[src/flash_regs_pkg.sv]
// shared constants and types for the flash register block
`default_nettype none
package flash_regs_pkg;
  // register indices; byte address is four times the index
  localparam logic [4:0] IDX_STATUS   = 5'h06;
  localparam logic [4:0] IDX_CMD_IDX  = 5'h01;
  localparam logic [4:0] IDX_DPROT    = 5'h09;
  localparam logic [4:0] IDX_CMD_HI   = 5'h0a;
  localparam logic [4:0] IDX_CMD_LO   = 5'h0b;
  localparam logic [4:0] IDX_RSV1     = 5'h0c;
  localparam logic [4:0] IDX_RSV2     = 5'h0d;
  localparam logic [4:0] IDX_RSV3     = 5'h0e;
  localparam logic [4:0] IDX_RSV4     = 5'h0f;
  localparam logic [4:0] IDX_OPT      = 5'h10;
  localparam logic [4:0] IDX_RSV5     = 5'h11;
  localparam logic [4:0] IDX_RSV6     = 5'h12;
  localparam logic [4:0] IDX_RSV7     = 5'h13;
  // field positions
  localparam int DPROT_OPEN_BIT  = 7;
  localparam int STAT_CMD_COMPLETE_FLAG_BIT   = 7;
  localparam int STAT_VIOL_BIT   = 4;
  // reset and fail-safe values
  localparam logic [7:0] DPROT_FULL  = 8'h0f;
  localparam logic [7:0] OPT_FAULT   = 8'hff;
  localparam logic [2:0] CMD_IDX_RST = 3'h0;
  localparam logic [2:0] CMD_WORDS   = 3'h6;
  // data-flash geometry
  localparam logic [17:0] DFLASH_BASE  = 18'h04400;
  localparam logic [17:0] DFLASH_LAST  = 18'h053ff;
  localparam int          DPROT_UNIT_LOG2 = 8;
  // command codes that alter data flash
  localparam logic [7:0] CMD_ERASE_BLOCK = 8'h09;
  localparam logic [7:0] CMD_PROG_DF     = 8'h11;
  localparam logic [7:0] CMD_ERASE_DF    = 8'h12;
  // command handed to the memory controller
  typedef struct packed {
    logic [7:0]  command_code;
    logic [17:0] addr;
    logic [63:0] data;
  } cmd_req_t;
  // result write-back from the memory controller
  typedef struct packed {
    logic        we;
    logic [2:0]  index;
    logic [15:0] data;
  } cmd_res_t;
endpackage
`default_nettype wire

[src/flash_dprot_cmd_regs.sv]
// data-flash protection, command object and option registers on apb
// bus behaviour
// - every register is one aligned word, byte lane 0 only
// - byte address is four times the register index
// - upper address bits above the map must be zero
// - misaligned or unmapped words raise the error response
// - an errored write changes nothing at all
// - read data is captured in the setup cycle
// - ready rises in the first access cycle, no wait states
// - a write lands at the edge that ends the access cycle
// - strobe lane 0 low turns any write into a no-op
// - that includes the launch write to the status word
//
// reset and configuration load
// - asynchronous reset gives full protection as a safe default
// - option bits read all ones until the load pulse arrives
// - the load pulse may come at any time after reset release
// - a double fault on a byte takes the fail-safe value instead
// - the load pulse wins over a bus write in the same cycle
// - reserved protection bits 6 to 4 always read zero
//
// protection register
// - open bit set: any written value is accepted
// - open bit clear: open bit must stay clear
// - open bit clear: size may stay or grow, never shrink
// - an equal size write is accepted and changes nothing
// - a write that lowers anything is dropped as a whole
// - partial acceptance was rejected to keep software simple
// - size step is one 256 byte unit from the base
// - size code fifteen covers the whole data flash
//
// command object
// - six sixteen bit words behind one index register
// - high and low bytes are written and read separately
// - index six and seven: writes vanish, reads give zero
// - the index register itself stays writable while busy
// - so software may read results as soon as the flag sets
// - object writes while a command runs are dropped
// - the controller may write result words only while busy
// - result writes while idle are ignored
//
// command launch
// - writing one to the complete flag launches a command
// - the launch is only taken while the flag reads one
// - a launch while busy is silently ignored
// - the start pulse lasts one cycle, one edge after the write
// - the request bus is simply the object words, no copy
// - this saves a 90 bit holding register; the lock keeps it stable
// - completion from the controller sets the flag again
// - completion while idle is ignored
//
// refusals
// - program or sector erase inside the protected range
// - block erase of data flash while any sector is protected
// - a refused launch gives no start pulse
// - the complete flag stays set so software may retry
// - the violation flag is set instead
// - violation clears by writing one to its bit
// - a set and a clear in one cycle: the set wins
// - so a refusal is never lost to a racing clear
//
// option register
// - no bus write path exists at all
// - only the load pulse may change it
// - its value is also driven to the system as a port
//
// factory reserved words
// - all of them read zero
// - every write is accepted on the bus and discarded
// - no error response, so test software sees a plain slave
//
// limits
// - only the commands that touch data flash are decoded here
// - other command codes always launch unchecked
// - access and mode errors belong to the controller
// - the clock divider setup lives outside this block
// - there is no interrupt; software polls the flag
//
// hazards
// - never write the object while busy; it is dropped silently
// - load the configuration once after every reset
// - the request bus is only meaningful while busy
// - result words overwrite the request words in place
// - the start pulse is registered to keep the request settled
// - read data stands until the next setup cycle
//
// timing summary
// - write access: two cycles, setup and access
// - read access: two cycles, data held from setup
// - launch to start pulse: one cycle
// - completion to flag set: one cycle
// - refusal to violation flag: one cycle
`default_nettype none
module flash_dprot_cmd_regs #(
  parameter int ADDR_W = 8
) (
  // clock and reset
  input  wire logic                      CLK_IN,
  input  wire logic                      ARST_N_IN,
  // apb slave
  input  wire logic                      PSEL_IN,
  input  wire logic                      PENABLE_IN,
  input  wire logic                      PWRITE_IN,
  input  wire logic [ADDR_W-1:0]         PADDR_IN,
  input  wire logic [31:0]               PWDATA_IN,
  input  wire logic [3:0]                PSTRB_IN,
  output logic                           PREADY_OUT,
  output logic [31:0]                    PRDATA_OUT,
  output logic                           PSLVERR_OUT,
  // configuration load from program flash at the reset sequence
  input  wire logic                      CFG_LOAD_IN,
  input  wire logic [7:0]                CFG_DPROT_IN,
  input  wire logic                      CFG_DPROT_DBF_IN,
  input  wire logic [7:0]                CFG_OPT_IN,
  input  wire logic                      CFG_OPT_DBF_IN,
  // memory controller
  output logic                           CMD_START_OUT,
  output flash_regs_pkg::cmd_req_t       CMD_REQ_OUT,
  input  wire flash_regs_pkg::cmd_res_t  CMD_RES_IN,
  input  wire logic                      CMD_DONE_IN,
  // option bits to the system
  output logic [7:0]                     OPTION_BITS_OUT
);
  initial begin
    if (ADDR_W < 7) $error("ADDR_W must reach index 0x13");
  end

  logic [7:0]  dprot_reg;
  logic [7:0]  opt_reg;
  logic [2:0]  cmd_idx_reg;
  logic [15:0] cmd_obj_reg [0:5];
  logic        cmd_complete_flag_reg;
  logic        viol_reg;
  logic        start_reg;
  logic [31:0] prdata_reg;
  logic        slverr_reg;

  // bus decode; byte lane 0 carries all 8-bit registers
  logic [4:0] reg_idx;
  logic       setup_ph;
  logic       wr_acc;
  logic       wr_b0;
  logic       mapped;
  assign reg_idx  = PADDR_IN[6:2];
  assign setup_ph = PSEL_IN & ~PENABLE_IN;
  assign wr_acc   = PSEL_IN & PENABLE_IN & PWRITE_IN & ~slverr_reg;
  assign wr_b0    = wr_acc & PSTRB_IN[0];

  function automatic logic is_mapped(input logic [ADDR_W-1:0] a);
    logic [4:0] i;
    i = a[6:2];
    is_mapped = (a[1:0] == 2'h0) && ((a >> 7) == '0) &&
                (i == flash_regs_pkg::IDX_CMD_IDX || i == flash_regs_pkg::IDX_STATUS ||
                 (i >= flash_regs_pkg::IDX_DPROT && i <= flash_regs_pkg::IDX_RSV7));
  endfunction
  assign mapped = is_mapped(PADDR_IN);

  // protection range check; open bit set protects nothing
  function automatic logic in_prot(input logic [7:0] p, input logic [17:0] a);
    logic [17:0] top;
    top = flash_regs_pkg::DFLASH_BASE +
          ({14'h0, p[3:0]} << flash_regs_pkg::DPROT_UNIT_LOG2) +
          ((18'h1 << flash_regs_pkg::DPROT_UNIT_LOG2) - 18'h1);
    in_prot = ~p[flash_regs_pkg::DPROT_OPEN_BIT] &&
              a >= flash_regs_pkg::DFLASH_BASE && a <= top;
  endfunction

  function automatic logic in_dflash(input logic [17:0] a);
    in_dflash = a >= flash_regs_pkg::DFLASH_BASE && a <= flash_regs_pkg::DFLASH_LAST;
  endfunction

  // assemble the command from the object words
  flash_regs_pkg::cmd_req_t req;
  assign req.command_code = cmd_obj_reg[0][15:8];
  assign req.addr         = {cmd_obj_reg[0][1:0], cmd_obj_reg[1]};
  assign req.data         = {cmd_obj_reg[5], cmd_obj_reg[4], cmd_obj_reg[3],
                             cmd_obj_reg[2]};
  assign CMD_REQ_OUT      = req;

  // refuse commands that would alter protected data flash
  logic refuse;
  always_comb begin
    refuse = 1'b0;
    if ((req.command_code == flash_regs_pkg::CMD_PROG_DF ||
         req.command_code == flash_regs_pkg::CMD_ERASE_DF) && in_prot(dprot_reg, req.addr))
      refuse = 1'b1;
    if (req.command_code == flash_regs_pkg::CMD_ERASE_BLOCK && in_dflash(req.addr) &&
        ~dprot_reg[flash_regs_pkg::DPROT_OPEN_BIT])
      refuse = 1'b1;
  end

  // launch request: software writes one to the complete flag while idle
  logic launch;
  assign launch = wr_b0 && reg_idx == flash_regs_pkg::IDX_STATUS &&
                  PWDATA_IN[flash_regs_pkg::STAT_CMD_COMPLETE_FLAG_BIT] && cmd_complete_flag_reg;

  // protection write acceptance: only ever adds protection
  function automatic logic dprot_ok(input logic [7:0] cur, input logic [7:0] nw);
    if (cur[flash_regs_pkg::DPROT_OPEN_BIT])
      dprot_ok = 1'b1;
    else
      dprot_ok = ~nw[flash_regs_pkg::DPROT_OPEN_BIT] && nw[3:0] >= cur[3:0];
  endfunction

  // protection register; full protection until the configuration is loaded
  always_ff @(posedge CLK_IN or negedge ARST_N_IN) begin
    if (!ARST_N_IN) begin
      dprot_reg <= flash_regs_pkg::DPROT_FULL;
    end else if (CFG_LOAD_IN) begin
      if (CFG_DPROT_DBF_IN)
        dprot_reg <= flash_regs_pkg::DPROT_FULL;
      else
        dprot_reg <= CFG_DPROT_IN & 8'h8f;
    end else if (wr_b0 && reg_idx == flash_regs_pkg::IDX_DPROT &&
                 dprot_ok(dprot_reg, PWDATA_IN[7:0])) begin
      dprot_reg <= PWDATA_IN[7:0] & 8'h8f;
    end
  end

  // option register; no bus write path exists
  always_ff @(posedge CLK_IN or negedge ARST_N_IN) begin
    if (!ARST_N_IN) begin
      opt_reg <= flash_regs_pkg::OPT_FAULT;
    end else if (CFG_LOAD_IN) begin
      opt_reg <= CFG_OPT_DBF_IN ? flash_regs_pkg::OPT_FAULT : CFG_OPT_IN;
    end
  end
  assign OPTION_BITS_OUT = opt_reg;

  // index register selects the object word
  always_ff @(posedge CLK_IN or negedge ARST_N_IN) begin
    if (!ARST_N_IN) begin
      cmd_idx_reg <= flash_regs_pkg::CMD_IDX_RST;
    end else if (wr_b0 && reg_idx == flash_regs_pkg::IDX_CMD_IDX) begin
      cmd_idx_reg <= PWDATA_IN[2:0];
    end
  end

  // object words: software writes while idle, controller results while busy
  always_ff @(posedge CLK_IN or negedge ARST_N_IN) begin
    if (!ARST_N_IN) begin
      for (int i = 0; i < 6; i++) cmd_obj_reg[i] <= 16'h0000;
    end else if (!cmd_complete_flag_reg) begin
      if (CMD_RES_IN.we && CMD_RES_IN.index < flash_regs_pkg::CMD_WORDS)
        cmd_obj_reg[CMD_RES_IN.index] <= CMD_RES_IN.data;
    end else if (wr_b0 && cmd_idx_reg < flash_regs_pkg::CMD_WORDS) begin
      if (reg_idx == flash_regs_pkg::IDX_CMD_HI)
        cmd_obj_reg[cmd_idx_reg][15:8] <= PWDATA_IN[7:0];
      if (reg_idx == flash_regs_pkg::IDX_CMD_LO)
        cmd_obj_reg[cmd_idx_reg][7:0] <= PWDATA_IN[7:0];
    end
  end

  // complete flag: clear on launch, set by controller completion
  always_ff @(posedge CLK_IN or negedge ARST_N_IN) begin
    if (!ARST_N_IN) begin
      cmd_complete_flag_reg <= 1'b1;
    end else if (CMD_DONE_IN && !cmd_complete_flag_reg) begin
      cmd_complete_flag_reg <= 1'b1;
    end else if (launch && !refuse) begin
      cmd_complete_flag_reg <= 1'b0;
    end
  end

  // violation flag: a refused launch sets it, set beats a write-one clear
  always_ff @(posedge CLK_IN or negedge ARST_N_IN) begin
    if (!ARST_N_IN) begin
      viol_reg <= 1'b0;
    end else if (launch && refuse) begin
      viol_reg <= 1'b1;
    end else if (wr_b0 && reg_idx == flash_regs_pkg::IDX_STATUS &&
                 PWDATA_IN[flash_regs_pkg::STAT_VIOL_BIT]) begin
      viol_reg <= 1'b0;
    end
  end

  // one-cycle start pulse to the controller
  always_ff @(posedge CLK_IN or negedge ARST_N_IN) begin
    if (!ARST_N_IN) begin
      start_reg <= 1'b0;
    end else begin
      start_reg <= launch && !refuse;
    end
  end
  assign CMD_START_OUT = start_reg;

  // read mux; reserved and unmapped words return zero
  logic [7:0] rd_byte;
  always_comb begin
    rd_byte = 8'h00;
    unique case (reg_idx)
      flash_regs_pkg::IDX_STATUS:
        rd_byte = {cmd_complete_flag_reg, 2'h0, viol_reg, 4'h0};
      flash_regs_pkg::IDX_CMD_IDX: rd_byte = {5'h00, cmd_idx_reg};
      flash_regs_pkg::IDX_DPROT:   rd_byte = dprot_reg;
      flash_regs_pkg::IDX_CMD_HI:
        if (cmd_idx_reg < flash_regs_pkg::CMD_WORDS)
          rd_byte = cmd_obj_reg[cmd_idx_reg][15:8];
      flash_regs_pkg::IDX_CMD_LO:
        if (cmd_idx_reg < flash_regs_pkg::CMD_WORDS)
          rd_byte = cmd_obj_reg[cmd_idx_reg][7:0];
      flash_regs_pkg::IDX_OPT:     rd_byte = opt_reg;
      default:                     rd_byte = 8'h00;
    endcase
  end

  // read data and error are captured in the setup phase, so both are registered
  always_ff @(posedge CLK_IN or negedge ARST_N_IN) begin
    if (!ARST_N_IN) begin
      prdata_reg <= 32'h0000_0000;
      slverr_reg <= 1'b0;
    end else if (setup_ph) begin
      prdata_reg <= mapped ? {24'h000000, rd_byte} : 32'h0000_0000;
      slverr_reg <= ~mapped;
    end
  end

  // one access cycle, no extra wait states
  assign PREADY_OUT  = PSEL_IN & PENABLE_IN;
  assign PRDATA_OUT  = prdata_reg;
  assign PSLVERR_OUT = slverr_reg & PSEL_IN & PENABLE_IN;
endmodule
`default_nettype wire

[config.mk]
export PLATFORM = sky130hd
export DESIGN_NAME = flash_dprot_cmd_regs
export DESIGN_NICKNAME = d
export VERILOG_FILES = /design/src/flash_regs_pkg.sv /design/src/flash_dprot_cmd_regs.sv
export SDC_FILE = /design/constraint.sdc
export NUM_CORES = 1
export LEC_CHECK = 0
export ABC_AREA = 1
export BUFFER_PORTS_ARGS = -buffer_cell sky130_fd_sc_hd__clkbuf_2
export CAP_MARGIN = 25
export CORE_AREA = 2 2 127 129
export DETAILED_ROUTE_END_ITERATION = 8
export DIE_AREA = 0 0 129 131
export GPL_ROUTABILITY_DRIVEN = 0
export MAX_ROUTING_LAYER = met4
export PLACE_DENSITY_LB_ADDON = 0.08
export SKIP_CTS_REPAIR_TIMING = 1
export SLEW_MARGIN = 20
export SYNTH_ARGS = -nofsm -noshare
export SYNTH_HDL_FRONTEND = slang
export SYNTH_SLANG_ARGS = --single-unit
[constraint.sdc]
create_clock -name CLK_IN -period 5.16 [get_ports CLK_IN]
set_input_delay 1.032 -clock CLK_IN [delete_from_list [all_inputs] [get_ports CLK_IN]]
set_output_delay 1.032 -clock CLK_IN [all_outputs]
set_load 0.02 [all_outputs]
==> impl_metrics.toml <==
[sta]
period_share_pct = 59.31
tightest_slew_ns = 0.9943
fmax_ghz = 0.3268
rsz0062_at_grt = "false"
relSlewSlack_pct = 33.50
worst_hold_slack_ns = 0.4806
slew_violations = 0
setup_tns_ns = 0
fin_crit_ns = 3.060
finalSetupViolations = 0
hold_violations = 0
fin_worst_skew_ns = 0.005014

[placement]
port_buffers = 167
dp_hpwl_um = 20600
dpl_cell_area_sq_um = 8997

[floorplanning]
num_io_pins = 222
dieArea_sq_um = 16900
core_area_sq_um = 15600
rows = 46
fp.dieH_um = 131
initial_utilization_pct = 57.55
die_w_um = 129

[worst_setup_path]
critPathTopFamily = "buffers and inverters"
path_buf_inv = 2
slowest_stage = "nor2_2"
critPathKind = "flip-flop to flip-flop"
cp.required_ns = 5.52
slowest_delay_ns = 0.78
startpoint_type = "flip-flop"
cp.arrival_ns = 3.42
endpoint_kind = "flip-flop"
worstPathMaxFanout = 35
path_cells = "inv_1, nor2_2, inv_2, o22ai_1, nor2_1, a21oi_2"

[hold_path]
hold_path_class = "flip-flop to flip-flop"

[detailed_routing]
vias_per_cell = 5.605
wl_um = 28190
dr_wl_met3_um = 2896
firstDrtPassIters = 8
top_layer = "met4"
met2_length_um = 11880
vias = 8565
drt_iter0_markers = 893
drtAntennaViolNets = 0
wl_per_cell_um = 18.45
drc_errors = 0
wl_met1_um = 11970

[cells_and_area]
largest_register_ffs = 90
drive_gt1_share_pct = 20.98
layout.nets = 1397
final_util_pct = 61.58
design_area_sq_um = 9605
syn2layout_area_growth_pct = 7.011

[grt]
grt_usage_pct = 34.77
grt_pass1_wl_um = 42280
globalRouteOverflowTotal = 0
grt_max_degree = 62
grt_pass1_vias = 7594
grt_antenna_before_repair = 1

[logic_synthesis]
syn_area_sq_um = 8976
synth_cells = 1254
ys_ff_latch = 124
syn_area_per_cell_sq_um = 7.158
synth.distinct_cells = 45
yosys_warnings = 0
synth_seq_area_share_pct = 34.75

[power]
power_switching_uw = 604.7
internal_power_uw = 1860
clkPwrFrac_pct = 50.4
leakagePower_uw = 0.004613
power_frac_comb_pct = 8.7
power_density_nw_per_um2 = 256.6
swShare_pct = 24.53
irDropWorstVdd_mv = 0.2256
power.total_uw = 2465
seqPwrFrac_pct = 40.9

[run_status]
status = "finished clean"

[clocking]
htree_levels = 4
cts-buffers-inserted = 17
clockRootBuffer = "clkbuf_16"
clock_path_buffers = 2
cts_sinks = 124
cts_tree = "yes"
clk_pin_slew_ns = 0.05
insertion_delay_ns = 0.43

[run]
cap_violations = 0
-- final timing paths --
kind	to	depth (start not counted)	slack [ns]	start
hold reg to reg	PRDATA_OUT[5]	2	0.48	PRDATA_OUT[5]
min in group asynchronous	CMD_REQ_OUT[18]	1	0.68	ARST_N_IN
hold / removal	PRDATA_OUT[5]	2	0.48	PRDATA_OUT[5]
max in group asynchronous	OPTION_BITS_OUT[5]	2	3.45	ARST_N_IN
setup reg to reg	CMD_REQ_OUT[89]	6	2.10	cmd_complete_flag_reg
setup / recovery	CMD_REQ_OUT[89]	6	2.10	cmd_complete_flag_reg
-- logic make-up (layout without fill, tap and decap cells) --
group | after synthesis | count (layout) | share of synthesized area [%]
other cells | 1 | 25 | 0.04178
simple gates | 531 | 531 | 25.94
fa+ha+maj | 10 | 10 | 1.394
xor+xnor | 1 | 1 | 0.09759
compound gates | 279 | 279 | 18.47
flops | 124 | 124 | 34.75
buf+inv | 308 | 342 | 19.31
-- per-stage QoR --
| step | setup slack [ns] | instances |
|---|---|---|
| final | 2.100 | 1528 |
| after global routing | 1.913 | 1528 |
| after CTS | 2.180 | 1527 |
| after detailed placement | 1.822 | 1495 |
| after global placement | 1.875 | 1495 |
| after floorplan | 2.757 | 1277 |
-- cell usage after synthesis (all sizes together) --
cell type	number	area (sq um)
conb	1	3.750
nand4	5	52.55
dfstp	13	341.6
o31ai	1	7.510
xnor2	1	8.760
dfrtp	111	2778
a22oi	2	15.01
nor3	12	105.1
nand2	384	1451
o211ai	2	15.01
a21oi	47	276.5
or2	7	46.30
nand3	41	352.8
o21ai	124	684.4
a31oi	11	68.82
clkbuf	25	93.84
inv	136	513.0
ha	10	125.1
buf	145	1119
o22ai	80	500.5
nor2	81	314.0
nor4	1	6.260
o21a	11	82.58
clkinv	2	7.510
o21bai	1	7.510
-- layer usage --
| layer | vias up | global-route usage, % |
|---|---|---|
| met2 | 489 | 47.03 |
| met1 | 3963 | 48.45 |
| met5 | - | - |
| met3 | 82 | 8.632 |
| li1 | 4031 | - |
| met4 | 0 | 17.07 |
-- layout by cell type, fill, tap and decap left out, types with 13 or more instances in the layout --
cell type | netlist | final
nand2_1 | 382 | 382
clkbuf_2 | 0 | 166
inv_1 | 130 | 130
dfrtp_1 | 111 | 110
o22ai_1 | 80 | 80
nor2_1 | 77 | 77
o21ai_0 | 62 | 62
o21ai_1 | 49 | 49
a21oi_1 | 36 | 36
nand3_1 | 28 | 28
conb_1 | 1 | 24
clkbuf_16 | 0 | 17
dfstp_2 | 13 | 13
-- tightest hold or removal path, stage by stage (launching register included) --
cell,delay (ns)
dfrtp_1,0.34
nand2_1,0.05
nand2_1,0.05
-- cell type report --
type                            instances  area, sq um
Fill cell                            1516         5992
Multi-Input combinational cell        845         4210
Sequential cell                       124         3120
Timing Repair Buffer                  172        875.8
Inverter                              138        520.5
Clock buffer                           25        495.5
Tap cell                              216        270.3
Clock inverter                          7        110.1
Antenna cell                            1        2.502
-- power by group through the flow --
stage          combinational, uW  clock, uW  sequential (uW)
3_5_place_dp                 210          0             1020
6_report                     215       1240             1010
2_1_floorplan                130          0             1030
4_1_cts                      212       1250             1010
5_1_grt                      237       1290             1010
3_3_place_gp                 208          0             1020
No activity file was read; power rests on OpenSTA's default activity.
